**config.mk**
```make
export PLATFORM = sky130hd
export DESIGN_NAME = cgs_ctrl
export DESIGN_NICKNAME = d
export VERILOG_FILES = /design/src/cgs_pkg.sv /design/src/cgs_ctrl.sv
export VERILOG_INCLUDE_DIRS = /design/src
export SDC_FILE = /design/constraint.sdc
export NUM_CORES = 1
export LEC_CHECK = 0
export ABC_AREA = 1
export BUFFER_PORTS_ARGS = -buffer_cell sky130_fd_sc_hd__buf_2
export CORE_MARGIN = 2
export CORE_UTILIZATION = 55
export CTS_BUF_LIST = sky130_fd_sc_hd__clkbuf_8
export DETAILED_ROUTE_END_ITERATION = 8
export GPL_ROUTABILITY_DRIVEN = 1
export GPL_TIMING_DRIVEN = 1
export PLACE_DENSITY_LB_ADDON = 0.25
export SKIP_CTS_REPAIR_TIMING = 1
export SLEW_MARGIN = 20
export SYNTH_ARGS = -nofsm -noshare
export SYNTH_HDL_FRONTEND = slang
export SYNTH_SLANG_ARGS = --single-unit
export TNS_END_PERCENT = 100
```
**constraint.sdc**
```tcl
create_clock -name CLK_I -period 3.4 [get_ports CLK_I]
set_input_delay 0.34 -clock CLK_I [delete_from_list [all_inputs] [get_ports CLK_I]]
set_output_delay 0.34 -clock CLK_I [all_outputs]
set_load 0.02 [all_outputs]
```
**src/cgs_regs.svh**
```systemverilog
// Register map, field positions, reset values and counts of the clock select control.
// Assumes inclusion by the control module, the checker and the bench.
`ifndef CGS_REGS_SVH
`define CGS_REGS_SVH

// Byte offsets on the register bus
`define CGS_OFF_CONTROL     12'h000
`define CGS_OFF_MULTIPLIER  12'h004
`define CGS_OFF_TRIM        12'h008
`define CGS_OFF_DIVIDER     12'h00C
`define CGS_OFF_STAGE       12'h010

// Control register bit positions
`define CGS_BIT_EXT_STABLE  0
`define CGS_BIT_EXT_ENABLE  1
`define CGS_BIT_INT_STABLE  2
`define CGS_BIT_INT_ENABLE  3
`define CGS_BIT_CLK_SELECT  4
`define CGS_BIT_MON_ON      5
`define CGS_BIT_MON_FLAG    6

// Reset values
`define CGS_RST_MULTIPLIER  7'h15
`define CGS_RST_TRIM        8'h80

// Divider limit and external start-up count
`define CGS_DIV_MAX         4'h9
`define CGS_STARTUP_COUNT   4096

`endif

```
**src/cgs_pkg.sv**
```systemverilog
// Types of the clock select control.
// Assumes cgs_regs.svh sits in the include path.
package cgs_pkg;

  // Register selected by an address
  typedef enum logic [2:0] {
    CGS_SEL_CONTROL    = 3'b000,
    CGS_SEL_MULTIPLIER = 3'b001,
    CGS_SEL_TRIM       = 3'b010,
    CGS_SEL_DIVIDER    = 3'b011,
    CGS_SEL_STAGE      = 3'b100,
    CGS_SEL_NONE       = 3'b111
  } cgs_sel_type;

  // Reset-bearing state of the control
  typedef struct packed {
    logic        clk_select;
    logic        int_gen_enable;
    logic        int_gen_stable;
    logic        ext_gen_enable;
    logic        ext_gen_stable;
    logic        monitor_on;
    logic        monitor_flag;
    logic        flag_armed;
    logic        ext_ok_seen;
    logic        int_ok_seen;
    logic        int_off_ok_seen;
    logic        ext_off_ok_seen;
    logic        mon_ok_seen;
    logic [12:0] startup_count;
    logic [6:0]  multiplier_factor;
    logic [7:0]  trim_factor;
    logic [31:0] prdata;
  } cgs_state_type;

  // Oscillator readback, kept through reset
  typedef struct packed {
    logic [3:0] divider_count;
    logic [7:0] stage_count;
  } cgs_osc_type;

endpackage

```
**src/cgs_ctrl.sv**
```systemverilog
// Clock source select control: interlocks, stable flags, multiplier, trim,
// oscillator divider and stage readback, reached over APB.
// Assumes the monitor reports, stop request, loop filter and external tick
// inputs are synchronous to CLK_I.
//
// How it works
// - select 1 routes external clock to the output clock, 0 the internal.
// - select sets only after external on and stable held; clears after internal.
// - select forced 1 when internal clock dead or internal enable 0.
// - select forced 0 when external clock dead, external enable 0, or reset.
// - internal enable clears only after select 1 and monitor off held.
// - internal enable forced 1 while monitor on, select 0, or reset.
// - internal stable flag reads 1 once the generator reports in range.
// - internal stable cleared by dead clock, disable, multiplier/trim write, stop, reset.
// - external enable clears only after select 0 and monitor off held.
// - external enable forced 1 while monitor on or select 1; 0 on reset.
// - external stable sets after 4096 external clock cycles since enable.
// - external stable cleared by dead clock, disable, stop, reset.
// - seven-bit multiplier factor sets the internal clock target.
// - multiplier factor zero behaves as one.
// - multiplier writes ignored while monitor on; resets to 21.
// - eight-bit trim factor, writes ignored while monitor on.
// - trim factor resets to 0x80.
// - four-bit divider count driven by loop filter while internal enabled.
// - divider values above 9 act as 9.
// - stage count driven by loop filter; writes ignored while internal enabled.
// - divider and stage are not touched by reset.
// - stop without keep option stops clocks, monitor and auto switching.
// - monitor on forced 1 by flag; forced 0 by disable, stop, reset.
//
// Local design decisions: the APB slave port and the register offsets.
`timescale 1ns/1ps
`include "cgs_regs.svh"

module cgs_ctrl
  import cgs_pkg::*;
#(
  parameter int STARTUP_COUNT = `CGS_STARTUP_COUNT  // External cycles to stable
) (
  input  wire logic        CLK_I,                // Bus clock
  input  wire logic        RST_N_I,              // Async reset, active low
  input  wire logic        PSEL_I,               // APB select
  input  wire logic        PENABLE_I,            // APB access phase
  input  wire logic        PWRITE_I,             // APB direction
  input  wire logic [11:0] PADDR_I,              // APB byte address
  input  wire logic [31:0] PWDATA_I,             // APB write data
  output logic      [31:0] PRDATA_O,             // APB read data
  output logic             PREADY_O,             // APB ready
  output logic             PSLVERR_O,            // APB error, unmapped
  input  wire logic        INT_CLK_INACTIVE_I,   // Monitor: internal clock dead
  input  wire logic        EXT_CLK_INACTIVE_I,   // Monitor: external clock dead
  input  wire logic        INT_IN_RANGE_I,       // Internal clock near target
  input  wire logic        EXT_CLK_TICK_I,       // One pulse per external cycle
  input  wire logic        STOP_MODE_I,          // Stop mode active
  input  wire logic        STOP_OSC_KEEP_I,      // Option: run clocks in stop
  input  wire logic [3:0]  LOOP_DIVIDER_I,       // Loop filter divider count
  input  wire logic [7:0]  LOOP_STAGE_I,         // Loop filter stage count
  output logic             CLK_SELECT_O,         // 1 external, 0 internal
  output logic             CLOCKS_RUN_O,         // Output clocks running
  output logic             INT_GEN_ENABLE_O,     // Internal generator on
  output logic             EXT_GEN_ENABLE_O,     // External generator on
  output logic             MONITOR_ON_O,         // Clock monitor running
  output logic             MONITOR_FLAG_O,       // Clock monitor saw a dead clock
  output logic      [6:0]  MULTIPLIER_FACTOR_O,  // Effective multiplier, never 0
  output logic      [7:0]  TRIM_FACTOR_O,        // Trim factor
  output logic      [3:0]  DIVIDER_COUNT_O,      // Effective divider, at most 9
  output logic      [7:0]  STAGE_COUNT_O         // Oscillator stage count
);

  // ----------------------------------------------------------------------------
  // Parameter check
  // ----------------------------------------------------------------------------
  // The start-up counter is 13 bits wide; zero would make
  // the external side stable at once
  if (STARTUP_COUNT < 1 || STARTUP_COUNT > 8191) begin : g_bad_count
    $error("STARTUP_COUNT must lie in 1..8191");
  end

  // Count at which the external side turns stable
  localparam logic [12:0] STARTUP_LIMIT = 13'(STARTUP_COUNT);

  // ----------------------------------------------------------------------------
  // Address decode
  // ----------------------------------------------------------------------------
  // Used for both the read mux and the write strobes
  // Unmapped words decode to none and answer an error
  function automatic cgs_sel_type decode(input logic [11:0] addr);
    cgs_sel_type sel;
    sel = CGS_SEL_NONE;
    case (addr)
      `CGS_OFF_CONTROL:    sel = CGS_SEL_CONTROL;
      `CGS_OFF_MULTIPLIER: sel = CGS_SEL_MULTIPLIER;
      `CGS_OFF_TRIM:       sel = CGS_SEL_TRIM;
      `CGS_OFF_DIVIDER:    sel = CGS_SEL_DIVIDER;
      `CGS_OFF_STAGE:      sel = CGS_SEL_STAGE;
      default:             sel = CGS_SEL_NONE;
    endcase
    return sel;
  endfunction

  // Divider values above the top divider count act as the top one
  function automatic logic [3:0] clamp_div(input logic [3:0] value);
    return (value > `CGS_DIV_MAX) ? `CGS_DIV_MAX : value;
  endfunction

  // Control state; oscillator readback kept apart
  cgs_state_type cur;
  cgs_state_type next_cur;
  cgs_osc_type   osc;
  cgs_osc_type   next_osc;

  // Decoded bus request
  cgs_sel_type sel;
  logic        setup_phase;
  logic        wr_access;
  logic        rd_setup;
  logic        wr_control;
  logic        wr_mult;
  logic        wr_trim;
  logic        wr_div;
  logic        wr_stage;

  // Stop and monitor qualifiers
  logic        stop_kill;
  logic        mon_active;
  logic        int_dead;
  logic        ext_dead;

  // Write byte and control readback
  logic [7:0]  wbyte;
  logic [7:0]  control_view;

  // ----------------------------------------------------------------------------
  // Bus strobes
  // ----------------------------------------------------------------------------
  // Zero wait states: every access ends in its first access cycle
  // Only the low write byte matters; the rest is dropped
  assign sel         = decode(PADDR_I);
  assign setup_phase = PSEL_I && !PENABLE_I;
  assign wr_access   = PSEL_I && PENABLE_I && PWRITE_I;
  assign rd_setup    = setup_phase && !PWRITE_I;
  assign wr_control  = wr_access && (sel == CGS_SEL_CONTROL);
  assign wr_mult     = wr_access && (sel == CGS_SEL_MULTIPLIER);
  assign wr_trim     = wr_access && (sel == CGS_SEL_TRIM);
  assign wr_div      = wr_access && (sel == CGS_SEL_DIVIDER);
  assign wr_stage    = wr_access && (sel == CGS_SEL_STAGE);
  assign wbyte       = PWDATA_I[7:0];
  assign PREADY_O    = 1'b1;
  assign PSLVERR_O   = PSEL_I && PENABLE_I && (sel == CGS_SEL_NONE);

  // ----------------------------------------------------------------------------
  // Stop mode and monitor gating
  // ----------------------------------------------------------------------------
  // Without the keep option, stop freezes clocks and blinds the monitor
  // so no dead report lands while clocks are held low
  assign stop_kill  = STOP_MODE_I && !STOP_OSC_KEEP_I;
  assign mon_active = cur.monitor_on && !stop_kill;
  assign int_dead   = mon_active && INT_CLK_INACTIVE_I;
  assign ext_dead   = mon_active && EXT_CLK_INACTIVE_I;

  // Control register as software sees it
  // Unused bit 7 reads as zero
  always_comb begin
    control_view                      = 8'h00;
    control_view[`CGS_BIT_EXT_STABLE] = cur.ext_gen_stable;
    control_view[`CGS_BIT_EXT_ENABLE] = cur.ext_gen_enable;
    control_view[`CGS_BIT_INT_STABLE] = cur.int_gen_stable;
    control_view[`CGS_BIT_INT_ENABLE] = cur.int_gen_enable;
    control_view[`CGS_BIT_CLK_SELECT] = cur.clk_select;
    control_view[`CGS_BIT_MON_ON]     = cur.monitor_on;
    control_view[`CGS_BIT_MON_FLAG]   = cur.monitor_flag;
  end

  // ----------------------------------------------------------------------------
  // Next state
  // ----------------------------------------------------------------------------
  // Forcing terms use the present values; a write only moves a bit that no
  // force holds, so a blocked write simply leaves the bit as it was
  // Interlocks need the history bit and this cycle both; one cycle of
  // latency after a source settles, traded for glitch immunity
  always_comb begin
    next_cur = cur;
    next_osc = osc;

    // History of the interlock conditions, one bus cycle deep
    // Monitor start needs all four bits at once
    next_cur.ext_ok_seen     = cur.ext_gen_enable && cur.ext_gen_stable;
    next_cur.int_ok_seen     = cur.int_gen_enable && cur.int_gen_stable;
    next_cur.int_off_ok_seen = cur.clk_select && !cur.monitor_on;
    next_cur.ext_off_ok_seen = !cur.clk_select && !cur.monitor_on;
    next_cur.mon_ok_seen     = cur.int_gen_enable && cur.int_gen_stable
                               && cur.ext_gen_enable && cur.ext_gen_stable;

    // Monitor flag: set by a dead clock, cleared by read-then-write-zero
    // The read arms the clear so a write never wipes an unseen report
    if (rd_setup && sel == CGS_SEL_CONTROL && cur.monitor_flag) begin
      next_cur.flag_armed = 1'b1;
    end
    if (wr_control && cur.flag_armed && !wbyte[`CGS_BIT_MON_FLAG]) begin
      next_cur.monitor_flag = 1'b0;
      next_cur.flag_armed   = 1'b0;
    end

    // A new event in the clearing cycle still lands
    if (int_dead || ext_dead) begin
      next_cur.monitor_flag = 1'b1;
    end
    if (!cur.monitor_on) begin
      next_cur.monitor_flag = 1'b0;
      next_cur.flag_armed   = 1'b0;
    end

    // Monitor on: started only with both sources settled;
    // a pending flag pins it on against writes; stop without keep still drops both
    if (wr_control) begin
      if (!wbyte[`CGS_BIT_MON_ON]) begin
        next_cur.monitor_on = 1'b0;
      end else if (cur.mon_ok_seen && next_cur.mon_ok_seen) begin
        next_cur.monitor_on = 1'b1;
      end
    end
    if (cur.monitor_flag) begin
      next_cur.monitor_on = 1'b1;
    end
    if (!cur.int_gen_enable || !cur.ext_gen_enable || stop_kill) begin
      next_cur.monitor_on = 1'b0;
    end

    // Clock select: software moves it only once the target source is ready
    // Forces follow the write, so hardware has the last word
    if (wr_control) begin
      if (wbyte[`CGS_BIT_CLK_SELECT] && cur.ext_ok_seen && next_cur.ext_ok_seen) begin
        next_cur.clk_select = 1'b1;
      end else if (!wbyte[`CGS_BIT_CLK_SELECT] && cur.int_ok_seen && next_cur.int_ok_seen) begin
        next_cur.clk_select = 1'b0;
      end
    end
    // A dead or idle internal side leaves only the external one
    if (int_dead || !cur.int_gen_enable) begin
      next_cur.clk_select = 1'b1;
    end
    // Losing the external clock wins: it leaves the chip on the internal one
    if (ext_dead || !cur.ext_gen_enable) begin
      next_cur.clk_select = 1'b0;
    end

    // Internal generator enable
    // Setting is free; clearing waits for external running
    if (wr_control) begin
      if (wbyte[`CGS_BIT_INT_ENABLE]) begin
        next_cur.int_gen_enable = 1'b1;
      end else if (cur.int_off_ok_seen && next_cur.int_off_ok_seen) begin
        next_cur.int_gen_enable = 1'b0;
      end
    end
    // In use or watched: keep it on
    if (cur.monitor_on || !cur.clk_select) begin
      next_cur.int_gen_enable = 1'b1;
    end

    // External generator enable
    // Clearing waits until nothing depends on it
    if (wr_control) begin
      if (wbyte[`CGS_BIT_EXT_ENABLE]) begin
        next_cur.ext_gen_enable = 1'b1;
      end else if (cur.ext_off_ok_seen && next_cur.ext_off_ok_seen) begin
        next_cur.ext_gen_enable = 1'b0;
      end
    end
    // Same for the external side
    if (cur.monitor_on || cur.clk_select) begin
      next_cur.ext_gen_enable = 1'b1;
    end

    // Multiplier and trim, frozen while the monitor runs
    // A retune under the monitor could look like a dead clock
    if (wr_mult && !cur.monitor_on) begin
      next_cur.multiplier_factor = wbyte[6:0];
    end
    if (wr_trim && !cur.monitor_on) begin
      next_cur.trim_factor = wbyte;
    end

    // Internal stable follows the range judgement unless knocked down
    // Only accepted retunes knock it down
    next_cur.int_gen_stable = INT_IN_RANGE_I;
    if (int_dead || !cur.int_gen_enable || stop_kill
        || (wr_mult && !cur.monitor_on) || (wr_trim && !cur.monitor_on)) begin
      next_cur.int_gen_stable = 1'b0;
    end

    // External start-up count; a delay only, it judges no frequency
    // The counter saturates so the flag never wraps back
    if (!cur.ext_gen_enable || ext_dead || stop_kill) begin
      next_cur.startup_count  = 13'h0000;
      next_cur.ext_gen_stable = 1'b0;
    end else begin
      if (EXT_CLK_TICK_I && cur.startup_count != STARTUP_LIMIT) begin
        next_cur.startup_count = cur.startup_count + 13'h0001;
      end
      next_cur.ext_gen_stable = (next_cur.startup_count == STARTUP_LIMIT);
    end

    // Divider and stage: loop filter owns them while the internal side runs
    // Software writes land only while the loop is idle
    if (cur.int_gen_enable) begin
      next_osc.divider_count = LOOP_DIVIDER_I;
      next_osc.stage_count   = LOOP_STAGE_I;
    end else begin
      if (wr_div) begin
        next_osc.divider_count = wbyte[3:0];
      end
      if (wr_stage) begin
        next_osc.stage_count = wbyte;
      end
    end

    // Read data is captured in the setup cycle
    // so it already stands when the access cycle ends
    if (rd_setup) begin
      case (sel)
        CGS_SEL_CONTROL:    next_cur.prdata = {24'h00_0000, control_view};
        CGS_SEL_MULTIPLIER: next_cur.prdata = {25'h000_0000, cur.multiplier_factor};
        CGS_SEL_TRIM:       next_cur.prdata = {24'h00_0000, cur.trim_factor};
        CGS_SEL_DIVIDER:    next_cur.prdata = {28'h000_0000, osc.divider_count};
        CGS_SEL_STAGE:      next_cur.prdata = {24'h00_0000, osc.stage_count};
        default:            next_cur.prdata = 32'h0000_0000;
      endcase
    end
  end

  // ----------------------------------------------------------------------------
  // State registers
  // ----------------------------------------------------------------------------
  // Reset values of all control state
  // Constants only; history bits clear with the rest
  always_ff @(posedge CLK_I or negedge RST_N_I) begin
    if (!RST_N_I) begin
      cur                   <= '0;
      cur.clk_select        <= 1'b0;
      cur.int_gen_enable    <= 1'b1;
      cur.ext_gen_enable    <= 1'b0;
      cur.multiplier_factor <= `CGS_RST_MULTIPLIER;
      cur.trim_factor       <= `CGS_RST_TRIM;
    end else begin
      cur <= next_cur;
    end
  end

  // The oscillator keeps running through reset, so no reset here
  // Unknown in simulation until the loop filter loads it
  always_ff @(posedge CLK_I) begin
    osc <= next_osc;
  end

  // ----------------------------------------------------------------------------
  // Outputs
  // ----------------------------------------------------------------------------
  // Status and control straight from the state register; clocks-run decoded from the stop inputs
  assign PRDATA_O            = cur.prdata;
  assign CLK_SELECT_O        = cur.clk_select;
  assign CLOCKS_RUN_O        = !stop_kill;
  assign INT_GEN_ENABLE_O    = cur.int_gen_enable;
  assign EXT_GEN_ENABLE_O    = cur.ext_gen_enable;
  assign MONITOR_ON_O        = cur.monitor_on;
  assign MONITOR_FLAG_O      = cur.monitor_flag;
  // Zero is treated as one so the target never collapses
  assign MULTIPLIER_FACTOR_O = (cur.multiplier_factor == 7'h00) ? 7'h01 : cur.multiplier_factor;
  assign TRIM_FACTOR_O       = cur.trim_factor;
  // Clamp on the port only; readback shows the raw value
  assign DIVIDER_COUNT_O     = clamp_div(osc.divider_count);
  assign STAGE_COUNT_O       = osc.stage_count;

endmodule

```
# Word-level counts from Yosys, hierarchy flattened
# Index checks and enable logic that the tools add are counted.
[classes]
n_reduce_logical = 71
order_cmp = 1
add_sub_neg = 1
n_eq_ne = 14
n_mux = 34
[ops]
columns = ["op", "n"]
rows = [
  ["one-hot mux 8 bit (5 select lines)", 1],
  ["2-to-1 mux 13 bit", 3],
  ["logical AND 1 bit", 34],
  ["equality test 12 x 4 -> 1 bit, second input constant", 2],
  ["2-to-1 mux 1 bit", 22],
  ["one-hot mux 3 bit (5 select lines)", 1],
  ["adder 13 x 1 -> 13 bit, second input constant", 1],
  ["equality test 13 bit, second input constant", 1],
  ["!= test 13 bit, second input constant", 1],
  ["equality test 12 x 3 -> 1 bit, second input constant", 1],
  ["equality test 12 x 5 -> 1 bit, second input constant", 1],
  ["logical NOT 12 bit", 1],
  ["2-to-1 mux 12 bit", 1],
  ["nonzero test 3 bit", 4],
  ["logical OR 1 bit", 11],
  ["logical NOT 1 bit", 10],
  ["2-to-1 mux 4 bit", 2],
  ["2-to-1 mux 8 bit", 1],
  ["AND reduction 2 bit", 4],
  ["nonzero test 2 bit", 4],
  ["logical NOT 7 bit", 1],
  ["2-to-1 mux 7 bit", 1],
  ["equality test 3 x 2 -> 1 bit, second input constant", 2],
  ["equality test 3 bit, second input constant", 2],
  ["7 further kinds", 9],
]
[word_totals]
reg_bits = 85
output_inout_bits = 67

# Depth between registers and ports, before layout
[depth]
depth_word = 10
mapped_depth = 14
ltp_nobuf = 13

# Worst setup path before layout
# No wires, ideal clock.
[synth_timing]
path_kind = "input to register"
start = "input PADDR_I[1]"
end = "register osc (netlist bit STAGE_COUNT_O[0]) (enable)"
arrival_time_ns = 1.743
path_stages = 5
slack_ns = 1.273
path_buffers = 0
cell_sequence = "nor2_1 > nand3_1 > nor3_2 > inv_1 > o21ai_0"
[synth_via]
elab_chain_cells = 5
elab_cells_between_ends = 9
[synth_lines]
columns = ["item", "line_no", "rtl"]
rows = [
  ["from (decl)", "cgs_ctrl.sv:45", "input wire logic [11:0] PADDR_I,"],
  ["equality test 12 x 5 -> 1 bit (tied with other cells)", "cgs_ctrl.sv:90", "case (addr)"],
  ["one-hot mux 3 bit (5 select lines) (*)", "cgs_ctrl.sv:90", ""],
  ["equality test 3 bit (*)", "cgs_ctrl.sv:146", "assign wr_stage = wr_access && (sel == CGS_SEL_STAGE);"],
  ["logical AND 1 bit (*)", "cgs_ctrl.sv:146", ""],
  ["nonzero test 2 bit (no line) (*)", "-", ""],
  ["to (signal assigned)", "cgs_ctrl.sv:353", "osc <= next_osc;"],
  ["to (decl)", "cgs_ctrl.sv:109", "cgs_osc_type osc;"],
]
# Mark *: on every way between the ends. The rest lies on a longest branch, timed or not.
# A chain may end at the register's enable or synchronous reset.

# Final worst setup path
[layout_timing]
start = "input PADDR_I[1]"
end = "output PSLVERR_O"
[layout_via]
elab_chain_cells = 4
elab_cells_between_ends = 8
[layout_lines]
columns = ["item", "line_no", "rtl"]
rows = [
  ["equality test 12 x 5 -> 1 bit (tied with other cells)", "cgs_ctrl.sv:90", ""],
  ["one-hot mux 3 bit (5 select lines) (*)", "cgs_ctrl.sv:90", ""],
  ["equality test 3 bit (*)", "cgs_ctrl.sv:149", "assign PSLVERR_O = PSEL_I && PENABLE_I && (sel == CGS_SEL_NONE);"],
  ["logical AND 1 bit (*)", "cgs_ctrl.sv:149", ""],
  ["to (decl)", "cgs_ctrl.sv:49", "output logic PSLVERR_O,"],
]
# Marks and branches as above.

==> flow_metrics.tcl <==
set metrics [dict create \
    synth_area_sq_um 3720 \
    grt_usage 0.2476 \
    port_buffers 84 \
    antenna_found_initial 0 \
    place_congestion 0.9060 \
    tightest_slew_ps 638.2 \
    synth.area.top_cells "dfrtp_1 (30%), nand2_1 (12%), buf_4 (9.9%)" \
    ys_ff_latch 61 \
    clk_path_buf_depth 2 \
    nets 620 \
    cts.sinks 61 \
    cp-end-kind "output pin" \
    setup_tns_ps 0 \
    num_rows 29 \
    synth.avg_cell_area_sq_um 7.515 \
    fin_skew_ps 6.747 \
    io_pins 134 \
    wl_per_cell_microns 14.23 \
    hold_class "primary input to async pin" \
    synth_flop_cell "dfrtp_1" \
    relSlewSlack 0.5700 \
    clk_pin_slew_ps 60 \
    remaining_drc_errors 0 \
    drt_iter0_drc 218 \
    synth_cells 495 \
    multi_input_area_sq_um 1530 \
    yosysSeqAreaShare 0.4282 \
    rsz0062_at_grt "no" \
    p_leak_uw 0.002271 \
    core-area_sq_um 6459 \
    synth_area_leader_cell "dfrtp_1" \
    cp_data_arrival_time_ps 1730 \
    slew_viol_final 0 \
    setup_viol 0 \
    initial_utilization 0.5759 \
    dp_hpwl_microns 6839 \
    fin_hold_ws_ps 11.04 \
    grt_max_degree 50 \
    max-vdd-ir-drop_uv 277.7 \
    layout-drive-gt1-share 0.2014 \
    grt.overflow.total 0 \
    fin_crit_ps 2072 \
    syn_to_final_growth_pct 10.06 \
    routed_wl_microns 9005 \
    power_density_nw_per_um2 474.3 \
    post_synth_num_cell_types 38 \
    seq_area_sq_um 1593 \
    cp_max_fo 9 \
    final_core_util 0.6339 \
    period_share 0.6095 \
    maxCapViolations 0 \
    clock_latency_ps 340 \
    hold_viol 0 \
    outcome "completed" \
    crit_path_start_kind "primary input" \
    via_per_inst 5.207 \
    grt_pass1_vias 2942 \
    dieArea_sq_um 7437 \
    die_w_microns 86.24 \
    drt_pass1_iterations 5 \
    synth-edff-count 12 \
    antenna_left 0 \
    vias 3296 \
    numCtsBuffers 9 \
    cts_root_buf "clkbuf_8" \
    cts_tree "done" \
    critPathRequiredTime_ps 3060 \
    grt_pass1_wl_microns 14170 \
    async_reset_ff_frac 0.8033 \
    die_y_microns 86.24 \
    max_freq_mhz 482.5 \
    path_class "primary input to output pin" \
    fillers 582 \
    yosys.area.top_type_share 0.2960 \
    synth_warnings 0 \
    diodes 0 \
    htree_levels 3 \
]
==> kinds of logic after synthesis <==
kind of cell / share of synthesized area
muxes: 0.008073
other: 0.002019
and+or+nand+nor: 0.2617
AOI/OAI and AO/OA: 0.09317
DFF: 0.4282
adders and majority gates: 0.006726
xor gates and xnor gates: 0.01648
buffers and inverters: 0.1836
==> path summary, 6_finish.rpt <==
check                           slack (ps)                      endpoint  cells after the start                         start
worst max-delay path                  1330                     PSLVERR_O                      8                    PADDR_I[1]
worst max register to register        1340    STAGE_COUNT_O[0]$_DFFE_PP_                      3  INT_GEN_ENABLE_O$_DFFE_PN1P_
worst min register to register         480       PRDATA_O[3]$_DFFE_PN0P_                      2       PRDATA_O[3]$_DFFE_PN0P_
min in group CLK_I                     230  TRIM_FACTOR_O[7]$_DFFE_PN1P_                      3                   PWDATA_I[7]
max in group asynchronous             2960             cur[48]$_DFF_PN0_                      1                       RST_N_I
worst min-delay path                    10             cur[55]$_DFF_PN0_                      1                       RST_N_I
==> per-layer routing <==
| metal | track usage | wire length, microns | vias up |
|---|---|---|---|
| met5 | 0 | 0 | - |
| met1 | 0.3662 | 4185 | 1547 |
| li1 | - | - | 1596 |
| met2 | 0.3714 | 3999 | 142 |
| met3 | 0.05143 | 706 | 11 |
| met4 | 0.07102 | 113 | 0 |
==> critical path, stage by stage <==
cell and delay [ps]:
buf_2 90, nor2_1 220, nand3_1 100, nor2_1 500
nand2_1 110, nand4_1 140, nor3_1 70, buf_2 160
==> synth_stat cells (6+ instances only) <==
master,number
nand2_1,116
nor2_1,63
inv_1,62
buf_4,49
dfrtp_1,44
o21ai_0,32
nand3_1,28
a21oi_1,14
edfxtp_1,12
clkbuf_1,11
xor2_1,7
nor3_1,6
==> power breakdown <==
| group | total [uW] | internal (uW) | switching [uW] |
|---|---|---|---|
| Clock | 643 | 368 | 275 |
| Sequential | 882 | 812 | 70.1 |
| Combinational | 416 | 131 | 286 |
| Total | 1940 | 1310 | 631 |
==> sequential cells by signal, summed over array words and instances, names as in the netlist <==
signal	cells
cur	26
CLK_SELECT_O	1
EXT_GEN_ENABLE_O	1
MONITOR_ON_O	1
INT_GEN_ENABLE_O	1
osc	4
STAGE_COUNT_O	8
control_view	2
PRDATA_O	8
MONITOR_FLAG_O	1
TRIM_FACTOR_O	8
==> cell type report <==
class	count	area share
clock inverter	5	0.01100
multi-input combinational	329	0.3738
sequential	61	0.3891
timing repair buffer	86	0.1070
clock buffer	11	0.03698
inverter	64	0.05868
tap	77	0.02353
==> cell usage in the layout (no fill, tap or decap), types with 3 or more instances in the layout <==
cell / instances
a21oi_1: 14
buf_2: 83
buf_4: 3
clkbuf_8: 11
conb_1: 25
dfrtp_1: 44
dfstp_2: 5
edfxtp_1: 12
inv_1: 66
mux2i_1: 3
nand2_1: 116
nand3_1: 28
nand4_1: 4
nor2_1: 63
nor2_2: 4
nor3_1: 6
o211ai_1: 4
o21ai_0: 32
o31ai_1: 3
xor2_1: 7
==> stage by stage <==
stage / setup WS (ps) / total power, uW / cells / area, sq um
floorplan: 1273 / 1197 / 518 / 3806
global placement: 1240 / 1285 / 617 / 3895
detailed placement: 1210 / 1304 / 617 / 3895
CTS: 1333 / 1944 / 633 / 4091
global route: 1166 / 2035 / 633 / 4094
finish: 1328 / 1942 / 633 / 4094
Power figures use the tool's default switching activity.
